File: config.mk
export PLATFORM = sky130hd
export DESIGN_NAME = oame_exec
export DESIGN_NICKNAME = d
export VERILOG_FILES = /design/src/logic/oame_pkg.sv /design/src/logic/oame_decoder.sv /design/src/logic/oame_exec.sv
export SDC_FILE = /design/constraint.sdc
export NUM_CORES = 1
export LEC_CHECK = 0
export ABC_AREA = 0
export BUFFER_PORTS_ARGS = -buffer_cell sky130_fd_sc_hd__clkbuf_2
export CORE_ASPECT_RATIO = 0.8
export CORE_UTILIZATION = 33
export DETAILED_ROUTE_END_ITERATION = 12
export GPL_ROUTABILITY_DRIVEN = 0
export GPL_TIMING_DRIVEN = 1
export PLACE_DENSITY_LB_ADDON = 0.3
export SLEW_MARGIN = 10
export SYNTH_ARGS = -nofsm -noshare
export SYNTH_HDL_FRONTEND = slang
export SYNTH_SLANG_ARGS = --single-unit
export TNS_END_PERCENT = 30
File: constraint.sdc
create_clock -name core_clk -period 2.7 [get_ports core_clk]
set_clock_uncertainty 0.15 [all_clocks]
set_input_delay 0.405 -clock core_clk [delete_from_list [all_inputs] [get_ports core_clk]]
set_output_delay 0.405 -clock core_clk [all_outputs]
set_load 0.005 [all_outputs]
File: src/logic/oame_pkg.sv
package oame_pkg;

    localparam int DATA_WIDTH = 8;
    localparam int INSTR_WIDTH = 14;
    localparam int FILE_ADDR_WIDTH = 7;
    localparam int SPECIAL_ADDR_WIDTH = 6;

    // opcode field and its sub-fields
    localparam int OPCODE_MSB = 13;
    localparam int OPCODE_LSB = 8;
    localparam int DEST_BIT = 7;
    localparam int SPECIAL_SEL_MSB = 7;
    localparam int SPECIAL_SEL_LSB = 6;

    localparam logic [5:0] OPCODE_OR_LITERAL = 6'h1a;
    localparam logic [5:0] OPCODE_OR_FILE = 6'h04;
    localparam logic [5:0] OPCODE_COPY_FILE = 6'h08;
    localparam logic [5:0] OPCODE_LOAD_LITERAL = 6'h19;
    localparam logic [5:0] OPCODE_STORE = 6'h00;
    localparam logic [1:0] SPECIAL_SEL = 2'h0;
    localparam logic [INSTR_WIDTH-1:0] INSTR_NO_OPERATION = 14'h0000;

    localparam logic DEST_ACCUMULATOR = 1'h0;
    localparam logic DEST_FILE = 1'h1;

    localparam logic [DATA_WIDTH-1:0] ACCUMULATOR_RESET = 8'h00;
    localparam logic [DATA_WIDTH-1:0] DATA_ZERO = 8'h00;
    localparam logic ZERO_FLAG_RESET = 1'h0;

    typedef enum logic [2:0] {
        OAME_OP_NONE = 3'b000,
        OAME_OP_OR_LITERAL_INTO_ACCUMULATOR = 3'b001,
        OAME_OP_OR_ACCUMULATOR_WITH_FILE = 3'b010,
        OAME_OP_COPY_FILE_TO_ACCUMULATOR = 3'b011,
        OAME_OP_LOAD_LITERAL_TO_ACCUMULATOR = 3'b100,
        OAME_OP_STORE_ACCUMULATOR_TO_FILE = 3'b101,
        OAME_OP_STORE_ACCUMULATOR_TO_SPECIAL = 3'b110
    } oame_op_type;

    typedef struct packed {
        oame_op_type op;
        logic dest;
        logic [FILE_ADDR_WIDTH-1:0] file_addr;
        logic [SPECIAL_ADDR_WIDTH-1:0] special_addr;
        logic [DATA_WIDTH-1:0] literal;
    } oame_decoded_type;

    typedef struct packed {
        logic en;
        logic [FILE_ADDR_WIDTH-1:0] addr;
        logic [DATA_WIDTH-1:0] data;
    } oame_file_write_type;

    typedef struct packed {
        logic en;
        logic [SPECIAL_ADDR_WIDTH-1:0] addr;
        logic [DATA_WIDTH-1:0] data;
    } oame_special_write_type;

endpackage

File: src/logic/oame_decoder.sv
`timescale 1ns/1ps
module oame_decoder
    import oame_pkg::*;
(
    input wire logic [INSTR_WIDTH-1:0] instr,
    output oame_decoded_type decoded
);

    logic [5:0] opcode;

    assign opcode = instr[OPCODE_MSB:OPCODE_LSB];

    always_comb
    begin
        decoded.op = OAME_OP_NONE;
        decoded.dest = instr[DEST_BIT];
        decoded.file_addr = instr[FILE_ADDR_WIDTH-1:0];
        decoded.special_addr = instr[SPECIAL_ADDR_WIDTH-1:0];
        decoded.literal = instr[DATA_WIDTH-1:0];
        case (opcode)
            OPCODE_OR_LITERAL:
            begin
                decoded.op = OAME_OP_OR_LITERAL_INTO_ACCUMULATOR;
            end
            OPCODE_OR_FILE:
            begin
                decoded.op = OAME_OP_OR_ACCUMULATOR_WITH_FILE;
            end
            OPCODE_COPY_FILE:
            begin
                // bit 7 set belongs to another instruction group
                if (instr[DEST_BIT] == DEST_ACCUMULATOR)
                begin
                    decoded.op = OAME_OP_COPY_FILE_TO_ACCUMULATOR;
                end
            end
            OPCODE_LOAD_LITERAL:
            begin
                decoded.op = OAME_OP_LOAD_LITERAL_TO_ACCUMULATOR;
            end
            OPCODE_STORE:
            begin
                if (instr[DEST_BIT])
                begin
                    decoded.op = OAME_OP_STORE_ACCUMULATOR_TO_FILE;
                end
                // all-zero word is the no-operation, not a store to special 0
                else if (instr[SPECIAL_SEL_MSB:SPECIAL_SEL_LSB] == SPECIAL_SEL && instr != INSTR_NO_OPERATION)
                begin
                    decoded.op = OAME_OP_STORE_ACCUMULATOR_TO_SPECIAL;
                end
            end
            default:
            begin
                decoded.op = OAME_OP_NONE;
            end
        endcase
    end

endmodule

File: src/logic/oame_exec.sv
// Summary of operation
// - literal OR: accumulator ORed with 8-bit literal, zero flag updated, one cycle.
// - file OR: accumulator ORed with addressed file register, zero flag updated, one cycle.
// - file OR destination bit 0 writes accumulator, 1 writes the file register.
// - file address is a full 7-bit field up to 7Fh; destination is one bit.
// - copy file register to accumulator; no flag change; one cycle.
// - load 8-bit literal into accumulator; no flag change; one cycle.
// - store accumulator into addressed file register; accumulator and flags kept.
// - store accumulator into 6-bit addressed special register; accumulator and flags kept.
`timescale 1ns/1ps
module oame_exec
    import oame_pkg::*;
(
    input wire logic core_clk,
    input wire logic reset,
    input wire logic instr_valid,
    input wire logic [INSTR_WIDTH-1:0] instr,
    input wire logic [DATA_WIDTH-1:0] file_rd_data,
    output logic [DATA_WIDTH-1:0] accumulator,
    output logic zero_flag,
    output oame_file_write_type file_write,
    output oame_special_write_type special_write,
    output logic instr_done
);

    oame_decoded_type decoded;
    logic is_or_literal;
    logic is_or_file;
    logic is_copy_file;
    logic is_load_literal;
    logic is_store_file;
    logic is_store_special;
    logic or_to_accumulator;
    logic or_to_file;
    logic [DATA_WIDTH-1:0] or_operand;
    logic [DATA_WIDTH-1:0] or_result;
    logic or_result_zero;
    logic [DATA_WIDTH-1:0] next_accumulator;
    logic next_zero_flag;
    oame_file_write_type next_file_write;
    oame_special_write_type next_special_write;
    logic next_instr_done;

    oame_decoder oame_decoder_i (
        .instr(instr),
        .decoded(decoded)
    );

    // one strobe per operation, already qualified by instr_valid, so no group acts on an idle word
    always_comb
    begin
        is_or_literal = 1'h0;
        is_or_file = 1'h0;
        is_copy_file = 1'h0;
        is_load_literal = 1'h0;
        is_store_file = 1'h0;
        is_store_special = 1'h0;
        if (instr_valid)
        begin
            case (decoded.op)
                OAME_OP_OR_LITERAL_INTO_ACCUMULATOR:
                begin
                    is_or_literal = 1'h1;
                end
                OAME_OP_OR_ACCUMULATOR_WITH_FILE:
                begin
                    is_or_file = 1'h1;
                end
                OAME_OP_COPY_FILE_TO_ACCUMULATOR:
                begin
                    is_copy_file = 1'h1;
                end
                OAME_OP_LOAD_LITERAL_TO_ACCUMULATOR:
                begin
                    is_load_literal = 1'h1;
                end
                OAME_OP_STORE_ACCUMULATOR_TO_FILE:
                begin
                    is_store_file = 1'h1;
                end
                OAME_OP_STORE_ACCUMULATOR_TO_SPECIAL:
                begin
                    is_store_special = 1'h1;
                end
                default:
                begin
                    // refused words leave every strobe low
                    is_or_literal = 1'h0;
                end
            endcase
        end
    end

    assign or_to_accumulator = is_or_literal || (is_or_file && decoded.dest == DEST_ACCUMULATOR);
    assign or_to_file = is_or_file && (decoded.dest == DEST_FILE);
    // operand is fetched outside and presented with the instruction
    assign or_operand = is_or_literal ? decoded.literal : file_rd_data;
    assign or_result = accumulator | or_operand;
    assign or_result_zero = (or_result == DATA_ZERO);

    // accumulator holds unless an OR aims at it or a move loads it; stores only read it
    always_comb
    begin
        next_accumulator = accumulator;
        if (or_to_accumulator)
        begin
            next_accumulator = or_result;
        end
        else if (is_copy_file)
        begin
            next_accumulator = file_rd_data;
        end
        else if (is_load_literal)
        begin
            next_accumulator = decoded.literal;
        end
    end

    always_ff @(posedge core_clk)
    begin
        if (reset)
        begin
            accumulator <= ACCUMULATOR_RESET;
        end
        else
        begin
            accumulator <= next_accumulator;
        end
    end

    // zero flag follows the OR result whichever way it is routed; moves leave it alone
    always_comb
    begin
        next_zero_flag = zero_flag;
        if (is_or_literal || is_or_file)
        begin
            next_zero_flag = or_result_zero;
        end
    end

    always_ff @(posedge core_clk)
    begin
        if (reset)
        begin
            zero_flag <= ZERO_FLAG_RESET;
        end
        else
        begin
            zero_flag <= next_zero_flag;
        end
    end

    // idle cycles drive zeros so the port never shows a stale address or data
    always_comb
    begin
        next_file_write = '0;
        if (or_to_file)
        begin
            next_file_write.en = 1'h1;
            next_file_write.addr = decoded.file_addr;
            next_file_write.data = or_result;
        end
        else if (is_store_file)
        begin
            next_file_write.en = 1'h1;
            next_file_write.addr = decoded.file_addr;
            next_file_write.data = accumulator;
        end
    end

    always_ff @(posedge core_clk)
    begin
        if (reset)
        begin
            file_write <= '0;
        end
        else
        begin
            file_write <= next_file_write;
        end
    end

    always_comb
    begin
        next_special_write = '0;
        if (is_store_special)
        begin
            next_special_write.en = 1'h1;
            next_special_write.addr = decoded.special_addr;
            next_special_write.data = accumulator;
        end
    end

    always_ff @(posedge core_clk)
    begin
        if (reset)
        begin
            special_write <= '0;
        end
        else
        begin
            special_write <= next_special_write;
        end
    end

    // pulses only for words of this group; refused encodings stay silent
    always_comb
    begin
        next_instr_done = is_or_literal || is_or_file || is_copy_file || is_load_literal
            || is_store_file || is_store_special;
    end

    always_ff @(posedge core_clk)
    begin
        if (reset)
        begin
            instr_done <= 1'h0;
        end
        else
        begin
            instr_done <= next_instr_done;
        end
    end

endmodule

# Word level (Yosys, flattened, before mapping)
# Index checks and enable logic that the tools add are counted.
# totals
ff_bits	41
latch_bits	0
ram_bits	0
rom_bits	0
in_bits	25
out_inout_bits	41
elab_cells	60
mem_count	0
# classes
n_addsub	0
multipliers	0
div_mod_pow	0
order_cmp	0
eq_ne	10
shift	0
n_mux	23
n_bitwise	3
n_reduce_logical	15
# ops
operator	count
$mux W16	2
$mux W8	4
$mux W15	1
$pmux W3 S5	1
$reduce_bool A14 Y1	1
$eq A6 B5 Y1 const B	2
$mux W1	12
$eq A3 B3 Y1 const B	3
$logic_not A8 Y1	1
$or A8 B8 Y8	1
$eq A3 B2 Y1 const B	2
$eq A6 B3 Y1 const B	1
$eq A6 B4 Y1 const B	1
$logic_not A6 Y1	1
$logic_or A1 B1 Y1	6
$mux W3	2
$eq A3 B1 Y1 const B	1
$logic_and A1 B1 Y1	3
$reduce_bool A3 Y1	1
$logic_not A2 Y1	1
$mux W2	1
$not A1 Y1	2
$reduce_or A2 Y1	1

# Longest topological paths before layout
# Gate-level depths: netlist (run 1).
# logic_depth
word_depth	13
depth_mapped	9
ltp_nobuf	6

# By module
# Synthesis (run 1) repeated with hierarchy kept, for this count alone.
# hier_totals
hier_cells	207
area_unflattened_um2	2003.2
# by_module_without_submodules
module	instances	cells_each	area_per_inst_um2	seq_area_each_um2
oame_exec	1	169	1734.2	820.8
oame_decoder	1	38	269.0	0.0

# Worst setup path after synthesis (run 1)
# No wires, ideal clock.
# synth_path
path_kind	input-to-reg
start	in instr[13]
end	reg file_write[2] (netlist name)
t_arrival_ps	2287
required_time_ps	2435
slack_ps	148
cell_stages	7
path_buffers	1
path_cell_list	or4_4 > or3_1 > o221ai_2 > buf_6 > mux2_1 > nor2b_1 > o21a_1
# synth_between
elab_chain_cells	11
elab_cells_between_ends	24
cone_classes	7 x eq/ne; 12 x mux; 1 x bitwise; 4 x reduce/logical
# synth_rtl
element	line_no	rtl
from (decl)	oame_exec.sv:17	input wire logic [INSTR_WIDTH-1:0] instr,
$reduce_bool A14 Y1	oame_decoder.sv:48	else if (instr[SPECIAL_SEL_MSB:SPECIAL_SEL_LSB] == SPECIAL_SEL && instr != INSTR_NO_OPERATION)
$logic_and A1 B1 Y1	oame_decoder.sv:48	
$mux W3	oame_decoder.sv:48	
$mux W3	oame_decoder.sv:43	if (instr[DEST_BIT])
$pmux W3 S5 (*)	oame_decoder.sv:20	case (opcode)
$eq A3 B1 Y1	oame_exec.sv:60	case (decoded.op)
$mux W1	oame_exec.sv:60	
$mux W1	oame_exec.sv:58	if (instr_valid)
$mux W8	oame_exec.sv:97	assign or_operand = is_or_literal ? decoded.literal : file_rd_data;
$or A8 B8 Y8	oame_exec.sv:98	assign or_result = accumulator | or_operand;
$mux W16 (*)	oame_exec.sv:157	if (or_to_file)
to (signal assigned)	oame_exec.sv:179	file_write <= next_file_write;
to (decl)	oame_exec.sv:21	output oame_file_write_type file_write,
# Mark *: on every way between the ends. The rest lies on a longest branch, timed or not.
# A chain may end at the register's enable or synchronous reset.

# Worst setup path after layout (run 1)
# layout_path
start	in instr[13]
end	reg accumulator[5]
# layout_between
elab_chain_cells	11
elab_cells_between_ends	29
cone_classes	8 x eq/ne; 14 x mux; 1 x bitwise; 6 x reduce/logical
# layout_rtl
element	line_no	rtl
$reduce_bool A14 Y1	oame_decoder.sv:48	
$logic_and A1 B1 Y1	oame_decoder.sv:48	
$mux W3	oame_decoder.sv:48	
$mux W3	oame_decoder.sv:43	
$pmux W3 S5 (*)	oame_decoder.sv:20	
$eq A3 B1 Y1 / $eq A3 B2 Y1 (equally long branches)	oame_exec.sv:60	
$mux W1	oame_exec.sv:60	
$mux W1	oame_exec.sv:58	
$mux W8 / $logic_and A1 B1 Y1 (equally long branches)	oame_exec.sv:97, oame_exec.sv:94	
$or A8 B8 Y8 / $logic_or A1 B1 Y1 (equally long branches)	oame_exec.sv:98, oame_exec.sv:94	
$mux W8 / $reduce_bool A3 Y1 (equally long branches)	n/a	
to (signal assigned)	oame_exec.sv:127	accumulator <= next_accumulator;
to (decl)	oame_exec.sv:19	output logic [DATA_WIDTH-1:0] accumulator,
# Marked as above.

==> results of run 1 <==
Yosys cell counts, drive strengths merged (3+ instances only):
master / number / area, sq um
nor4: 4 / 31.3
and2: 21 / 131
nor2: 18 / 67.6
o221a: 3 / 33.8
and3: 4 / 25.0
o21a: 6 / 45.0
buf: 3 / 27.5
a21oi: 11 / 66.3
o22a: 4 / 35.0
a31oi: 3 / 18.8
dfxtp: 41 / 821
o21ai: 4 / 20.0
inv: 3 / 11.3
clkbuf: 5 / 18.8
mux2i: 13 / 130
nand2: 14 / 52.6
logic make-up (layout without fill, tap and decap cells):
logic type / count (synthesis) / count (layout) / share of synthesized area
DFF: 41 / 41 / 0.466
AOI/OAI and AO/OA: 39 / 39 / 0.169
buffers and inverters: 11 / 84 / 0.0326
and+or+nand+nor: 80 / 80 / 0.253
muxes: 14 / 14 / 0.0802
routing by layer:
| metal | track usage | routed length, um |
|---|---|---|
| met4 | 0.0466 | 24 |
| met5 | 0 | 0 |
| met2 | 0.273 | 1960 |
| met3 | 0.0440 | 268 |
| met1 | 0.233 | 2230 |
worst reg2reg max path, stage by stage (launching register included):
cell                       delay [ns]
sky130_fd_sc_hd__dfxtp_1         0.36
sky130_fd_sc_hd__a31oi_1         0.24
sky130_fd_sc_hd__a21boi_0        0.25
sky130_fd_sc_hd__o221ai_1        0.15
sky130_fd_sc_hd__nor2b_1         0.14
cell type report:
type | count | area [sq um] | area share
clock buffer | 6 | 82.6 | 0.0363
clock inverter | 1 | 7.51 | 0.00330
inverter | 3 | 11.3 | 0.00495
multi-input combinational | 133 | 885 | 0.388
sequential | 41 | 821 | 0.360
tap | 62 | 77.6 | 0.0341
timing repair buffer | 74 | 393 | 0.173
sequential cells by signal (all words and copies together) (netlist names):
register	cells
accumulator	8
file_write	16
instr_done	1
special_write	15
zero_flag	1
power groups by stage:
stage               Combinational, uW  Clock [uW]  Sequential (uW)
finish                           77.1         412              608
global route                     86.5         458              608
CTS                              77.3         425              608
global placement                 76.2           0              622
floorplan                        35.9           0              622
detailed placement               77.0           0              622
metrics by stage:
step | std cells | total power (uW) | util
after floorplan | 185 | 658 | -
after global placement | 313 | 699 | 0.432
after detailed placement | 313 | 699 | 0.432
after CTS | 320 | 1110 | 0.450
after global routing | 320 | 1150 | 0.450
final | 320 | 1100 | 0.450
worst min path at each step:
stage | start | endpoint | slack [ns] | depth (start not counted)
final | instr[4] | special_write[12]$_SDFF_PP0_ | 0.26 | 2
after CTS | instr[4] | file_write[12]$_SDFF_PP0_ | 0.25 | 2
after global placement | accumulator[6]$_SDFFE_PP0P_ | accumulator[6]$_SDFFE_PP0P_ | 0.36 | 2
after detailed placement | accumulator[6]$_SDFFE_PP0P_ | accumulator[6]$_SDFFE_PP0P_ | 0.37 | 2
after global routing | instr[3] | special_write[11]$_SDFF_PP0_ | 0.26 | 2
after floorplan | accumulator[6]$_SDFFE_PP0P_ | accumulator[6]$_SDFFE_PP0P_ | 0.33 | 2
==> impl_metrics.xml, run 1 <==
<?xml version="1.0" encoding="UTF-8"?>
<metrics>
  <group name="synth">
    <metric name="mapped_avg_cell_area" unit="sq um">9.53</metric>
    <metric name="ys_seq_elements" unit="">41</metric>
    <metric name="postSynthNetCount" unit="">210</metric>
    <metric name="synth_flop_cell" unit="">sky130_fd_sc_hd__dfxtp_1</metric>
    <metric name="share_of_the_yosys_chip_area_belonging_to_registers" unit="">0.466</metric>
    <metric name="synth_edf_count" unit="">0</metric>
    <metric name="syn_area" unit="sq mm">0.00176</metric>
    <metric name="yosys_warnings" unit="">0</metric>
    <metric name="async_reset_ff_frac" unit="">0</metric>
    <metric name="postSynthCellCount" unit="">185</metric>
    <metric name="number_of_distinct_library_cells_after_synthesis" unit="">44</metric>
  </group>
  <group name="job">
    <metric name="max_cap_violations" unit="">0</metric>
  </group>
  <group name="power_and_ir_drop">
    <metric name="leakage" unit="uW">0.00109</metric>
    <metric name="power.ir.vdd_worst" unit="mV">0.285</metric>
    <metric name="combPwrFrac" unit="">0.070</metric>
    <metric name="switchingPower" unit="uW">259</metric>
    <metric name="p_sw_frac" unit="">0.236</metric>
    <metric name="int_pwr" unit="uW">839</metric>
    <metric name="powerDensity" unit="mW/mm^2">482</metric>
    <metric name="clock_power_share" unit="">0.376</metric>
    <metric name="power.share.sequential" unit="">0.554</metric>
  </group>
  <group name="timing">
    <metric name="final-hold-violation-count" unit="">0</metric>
    <metric name="rsz0062_at_grt" unit="">no</metric>
    <metric name="timing_worst_slew_pin_value" unit="ns">0.472</metric>
    <metric name="max-slew-margin-rel" unit="">0.684</metric>
    <metric name="setup_viol" unit="">0</metric>
    <metric name="finalWorstSetupSlack" unit="ns">0.325</metric>
    <metric name="fin_hold_ws" unit="ns">0.256</metric>
    <metric name="max_clock_freq" unit="GHz">0.421</metric>
    <metric name="timing_max_transition_violations_final" unit="">0</metric>
    <metric name="tmin_final" unit="ns">2.37</metric>
    <metric name="setup_total_neg_slack" unit="ns">0</metric>
    <metric name="share_of_the_clock_period_used_by_the_worst_path_after_layout" unit="">0.879</metric>
  </group>
  <group name="clocking">
    <metric name="max-clock-path-buffers" unit="">2</metric>
    <metric name="post-cts-setup-buffers" unit="">0</metric>
    <metric name="clock_insertion_delay_worst_skew" unit="ns">0.29</metric>
    <metric name="tritoncts_clock_tree" unit="">done</metric>
    <metric name="cts.root.buffer_cell" unit="">sky130_fd_sc_hd__clkbuf_8</metric>
    <metric name="post_cts_resize_count" unit="">0</metric>
    <metric name="clk_pin_slew_worst_paths" unit="ns">0.08</metric>
    <metric name="cts_inserted_buffers" unit="">5</metric>
    <metric name="holdBufCountCts" unit="">0</metric>
    <metric name="cts_sinks" unit="">41</metric>
    <metric name="h-tree-depth" unit="">2</metric>
  </group>
  <group name="finish">
    <metric name="fraction_of_layout_cells_with_a_size_suffix_above_1" unit="">0.341</metric>
    <metric name="mostFrequentLayoutCell" unit="">sky130_fd_sc_hd__clkbuf_2</metric>
    <metric name="nNetsFinal" unit="">283</metric>
    <metric name="finalInstanceArea" unit="sq mm">0.00228</metric>
    <metric name="layout.cells.most_common_list" unit="">65 x sky130_fd_sc_hd__clkbuf_2, 41 x sky130_fd_sc_hd__dfxtp_1, 21 x sky130_fd_sc_hd__and2_1</metric>
    <metric name="synthToLayoutAreaGrowth" unit="%">29.2</metric>
    <metric name="insertedDiodeCount" unit="">0</metric>
    <metric name="layout.filler_cells" unit="">512</metric>
  </group>
  <group name="place">
    <metric name="port_buffers" unit="">65</metric>
    <metric name="placed_area" unit="sq mm">0.00219</metric>
    <metric name="dpl_worst_slack" unit="ns">0.0175</metric>
    <metric name="dp_hpwl" unit="um">3480</metric>
  </group>
  <group name="global_routing">
    <metric name="vias_in_the_first_global_route" unit="">1507</metric>
    <metric name="grt_antenna_before_repair" unit="">0</metric>
    <metric name="global_route.overflow_total" unit="">0</metric>
    <metric name="largest_net_degree_at_the_start_of_global_routing" unit="">18</metric>
    <metric name="grt_util_all_layers" unit="">0.172</metric>
    <metric name="grt_pass1_wl" unit="um">7430</metric>
  </group>
  <group name="floorplan">
    <metric name="die_x" unit="um">83.7</metric>
    <metric name="row_count" unit="">23</metric>
    <metric name="core_area" unit="sq mm">0.00506</metric>
    <metric name="starting_density_of_the_core" unit="">0.348</metric>
    <metric name="die_height" unit="um">67.4</metric>
    <metric name="boundaryPins" unit="">66</metric>
    <metric name="die-area" unit="sq mm">0.00564</metric>
  </group>
  <group name="critical_path">
    <metric name="worst_r2r_startpoint" unit="">accumulator[7]$_SDFFE_PP0P_</metric>
    <metric name="crit_path_top_delay_cell" unit="">sky130_fd_sc_hd__or4_4</metric>
    <metric name="critPathLaunch" unit="">instr[13]</metric>
    <metric name="crit_type" unit="">input pin to register</metric>
    <metric name="slowest_delay" unit="ns">0.56</metric>
    <metric name="timing.critical_path.arrival" unit="ns">2.40</metric>
    <metric name="worst-r2r-cell-count" unit="">4</metric>
    <metric name="critPathLaunchType" unit="">input pin</metric>
    <metric name="endpoint_of_the_worst_register_to_register_path" unit="">accumulator[7]$_SDFFE_PP0P_</metric>
    <metric name="critPathBufInv" unit="">2</metric>
    <metric name="timing.reg2reg.setup_slack" unit="ns">1.30</metric>
    <metric name="worstSetupEndpoint" unit="">accumulator[5]$_SDFFE_PP0P_</metric>
    <metric name="cp.required" unit="ns">2.72</metric>
    <metric name="critical_path_peak_fanout" unit="">4</metric>
    <metric name="worst_setup_ep_type" unit="">register</metric>
    <metric name="path_cells" unit="">clkbuf_2, or4_4, or3_1, o221ai_2, buf_4, mux2i_1, o221a_1, nor2_1</metric>
    <metric name="cp_num_cells" unit="">8</metric>
    <metric name="cpLargestDelayFamily" unit="">simple AND/OR/NAND/NOR gates</metric>
  </group>
  <group name="route">
    <metric name="drcViolationCount" unit="">0</metric>
    <metric name="first_iter_violations" unit="">59</metric>
    <metric name="wirelength" unit="um">4480</metric>
    <metric name="final_antenna_net_count" unit="">0</metric>
    <metric name="routed-via-count" unit="">1587</metric>
    <metric name="dr.pass1.iters" unit="">4</metric>
    <metric name="via_density_per_instance" unit="">4.96</metric>
    <metric name="wl_per_cell" unit="um">14.0</metric>
  </group>
  <group name="run_status">
    <metric name="outcome" unit="">completed</metric>
  </group>
  <group name="hold_path">
    <metric name="timing.hold.worst.class" unit="">input pin to register</metric>
  </group>
</metrics>
Power figures use the tool's default switching activity.
==> run 2: changes to the inputs <==
--- a/config.mk
+++ b/config.mk
@@ -13,6 +13,7 @@
 export GPL_ROUTABILITY_DRIVEN = 0
 export GPL_TIMING_DRIVEN = 1
 export PLACE_DENSITY_LB_ADDON = 0.3
+export RECOVER_POWER = 100
 export SLEW_MARGIN = 10
 export SYNTH_ARGS = -nofsm -noshare
 export SYNTH_HDL_FRONTEND = slang
==> run 2 against run 1 <==
Sequential power about the same. Non-clock buffer count is the same. Critical endpoint unchanged. Wire length about the same. Register-to-register slack barely moved. Die area stayed put. Worst hold slack got worse by 0.00052 ns. Clock power is essentially flat. Total power is 0.11% lower. Largest cell class unchanged. Critical path type unchanged.
==> impl_metrics.xml, run 2 (synthesized netlist as in run 1, its figures left out) <==
<?xml version="1.0" encoding="UTF-8"?>
<metrics>
  <group name="global_routing">
    <metric name="vias_in_the_first_global_route" unit="">1507</metric>
    <metric name="grt_antenna_before_repair" unit="">0</metric>
    <metric name="grt_util_all_layers" unit="">0.172</metric>
    <metric name="grt_pass1_wl" unit="um">7430</metric>
    <metric name="global_route.overflow_total" unit="">0</metric>
    <metric name="largest_net_degree_at_the_start_of_global_routing" unit="">18</metric>
  </group>
  <group name="timing">
    <metric name="final-hold-violation-count" unit="">0</metric>
    <metric name="setup_viol" unit="">0</metric>
    <metric name="timing_worst_slew_pin_value" unit="ns">0.506</metric>
    <metric name="rsz0062_at_grt" unit="">no</metric>
    <metric name="fin_hold_ws" unit="ns">0.255</metric>
    <metric name="setup_total_neg_slack" unit="ns">0</metric>
    <metric name="tmin_final" unit="ns">2.47</metric>
    <metric name="max-slew-margin-rel" unit="">0.658</metric>
    <metric name="timing_max_transition_violations_final" unit="">0</metric>
    <metric name="share_of_the_clock_period_used_by_the_worst_path_after_layout" unit="">0.914</metric>
    <metric name="max_clock_freq" unit="GHz">0.405</metric>
  </group>
  <group name="clocking">
    <metric name="cts.root.buffer_cell" unit="">sky130_fd_sc_hd__clkbuf_8</metric>
    <metric name="h-tree-depth" unit="">2</metric>
    <metric name="clock_insertion_delay_worst_skew" unit="ns">0.29</metric>
    <metric name="post-cts-setup-buffers" unit="">0</metric>
    <metric name="post_cts_resize_count" unit="">0</metric>
    <metric name="cts_sinks" unit="">41</metric>
    <metric name="cts_inserted_buffers" unit="">5</metric>
    <metric name="holdBufCountCts" unit="">0</metric>
    <metric name="clk_pin_slew_worst_paths" unit="ns">0.08</metric>
    <metric name="tritoncts_clock_tree" unit="">done</metric>
    <metric name="max-clock-path-buffers" unit="">2</metric>
  </group>
  <group name="power_and_ir_drop">
    <metric name="fin_total_pwr" unit="uW">1100</metric>
    <metric name="powerDensity" unit="mW/mm^2">496</metric>
    <metric name="power.ir.vdd_worst" unit="mV">0.285</metric>
    <metric name="leakage" unit="uW">0.000996</metric>
  </group>
  <group name="hold_path">
    <metric name="holdPathEnd" unit="">special_write[12]$_SDFF_PP0_</metric>
    <metric name="worstHoldPathCells" unit="">2</metric>
    <metric name="timing.hold.worst.start" unit="">instr[4]</metric>
    <metric name="timing.hold.worst.class" unit="">input pin to register</metric>
  </group>
  <group name="critical_path">
    <metric name="critical_path_peak_fanout" unit="">4</metric>
    <metric name="cp.required" unit="ns">2.72</metric>
    <metric name="timing.reg2reg.setup_slack" unit="ns">1.30</metric>
    <metric name="crit_type" unit="">input pin to register</metric>
    <metric name="worst-r2r-cell-count" unit="">4</metric>
    <metric name="critPathLaunchType" unit="">input pin</metric>
    <metric name="endpoint_of_the_worst_register_to_register_path" unit="">accumulator[7]$_SDFFE_PP0P_</metric>
    <metric name="worst_setup_ep_type" unit="">register</metric>
    <metric name="worst_r2r_startpoint" unit="">accumulator[7]$_SDFFE_PP0P_</metric>
    <metric name="timing.critical_path.arrival" unit="ns">2.49</metric>
  </group>
  <group name="route">
    <metric name="dr.pass1.iters" unit="">4</metric>
    <metric name="routed-via-count" unit="">1565</metric>
    <metric name="drcViolationCount" unit="">0</metric>
    <metric name="wl_per_cell" unit="um">14.0</metric>
    <metric name="final_antenna_net_count" unit="">0</metric>
    <metric name="via_density_per_instance" unit="">4.89</metric>
    <metric name="wirelength" unit="um">4480</metric>
    <metric name="first_iter_violations" unit="">57</metric>
  </group>
  <group name="finish">
    <metric name="layout.filler_cells" unit="">527</metric>
    <metric name="top_regs" unit="">file_write x16, special_write x15, accumulator x8</metric>
    <metric name="post-route-util" unit="">0.437</metric>
    <metric name="synthToLayoutAreaGrowth" unit="%">25.4</metric>
    <metric name="insertedDiodeCount" unit="">0</metric>
    <metric name="nNetsFinal" unit="">283</metric>
    <metric name="layout.cells.most_common_list" unit="">44 x sky130_fd_sc_hd__clkbuf_2, 41 x sky130_fd_sc_hd__dfxtp_1, 24 x sky130_fd_sc_hd__clkbuf_1</metric>
    <metric name="fraction_of_layout_cells_with_a_size_suffix_above_1" unit="">0.233</metric>
    <metric name="largest_register_by_flop_count" unit="">file_write</metric>
    <metric name="mostFrequentLayoutCell" unit="">sky130_fd_sc_hd__clkbuf_2</metric>
    <metric name="finalInstanceArea" unit="sq mm">0.00221</metric>
    <metric name="largest_register_ffs" unit="">16</metric>
  </group>
  <group name="floorplan">
    <metric name="row_count" unit="">23</metric>
    <metric name="die-area" unit="sq mm">0.00564</metric>
    <metric name="die_height" unit="um">67.4</metric>
    <metric name="starting_density_of_the_core" unit="">0.348</metric>
    <metric name="core_area" unit="sq mm">0.00506</metric>
    <metric name="boundaryPins" unit="">66</metric>
    <metric name="die_x" unit="um">83.7</metric>
  </group>
  <group name="place">
    <metric name="placed_area" unit="sq mm">0.00219</metric>
    <metric name="dp_hpwl" unit="um">3480</metric>
    <metric name="port_buffers" unit="">65</metric>
  </group>
  <group name="run_status">
    <metric name="outcome" unit="">completed</metric>
  </group>
  <group name="job">
    <metric name="max_cap_violations" unit="">0</metric>
  </group>
</metrics>
## run 2: changes by cell type in the layout (fill, tap and decap cells not counted), moves of 3 or more
cell                       change
sky130_fd_sc_hd__and2_1        -8
sky130_fd_sc_hd__clkbuf_2     -21
sky130_fd_sc_hd__clkbuf_1     +24
sky130_fd_sc_hd__buf_4         -3
sky130_fd_sc_hd__and2_0        +8
## run 2: layout make-up
cell class,instances,area (sq um),area share
Multi-Input combinational cell,133,856,0.387
Sequential cell,41,821,0.371
Tap cell,62,77.6,0.0351
Clock buffer,6,82.6,0.0374
Clock inverter,1,7.51,0.00340
Timing Repair Buffer,74,355,0.161
Inverter,3,11.3,0.00509
## run 2: how the worst max path moves through the flow
stage	from	to	depth (start not counted)
floorplan	instr[13]	file_write[2]$_SDFF_PP0_	7
global placement	instr[13]	accumulator[5]$_SDFFE_PP0P_	8
detailed placement	instr[13]	accumulator[5]$_SDFFE_PP0P_	8
CTS	instr[13]	accumulator[5]$_SDFFE_PP0P_	8
global route	instr[13]	zero_flag$_SDFFE_PP0P_	8
finish	instr[13]	accumulator[5]$_SDFFE_PP0P_	8
## run 2: report_power, final
part	internal (uW)	switching (uW)
Sequential	606	2.15
Clock	202	211
Combinational	30.0	45.1
## run 2: worst max-delay path, stage by stage
cell                       delay, ns
sky130_fd_sc_hd__clkbuf_1       0.10
sky130_fd_sc_hd__or4_4          0.56
sky130_fd_sc_hd__or3_1          0.33
sky130_fd_sc_hd__o221ai_1       0.34
sky130_fd_sc_hd__buf_4          0.23
sky130_fd_sc_hd__mux2i_1        0.28
sky130_fd_sc_hd__o221a_1        0.21
sky130_fd_sc_hd__nor2_1         0.04
## run 2: per-layer routing
metal	wire length (um)	up-vias	global-route usage
li1	-	802	-
met1	2230	705	0.233
met2	1950	54	0.273
met3	277	4	0.0440
met4	24	0	0.0466
met5	0	-	0
## run 2: per-stage QoR
stage,instances,setup slack [ns]
3_5_place_dp,313,0.0175
4_1_cts,320,0.331
5_1_grt,320,0.120
3_3_place_gp,313,0.0958
6_report,320,0.233
2_1_floorplan,185,0.148
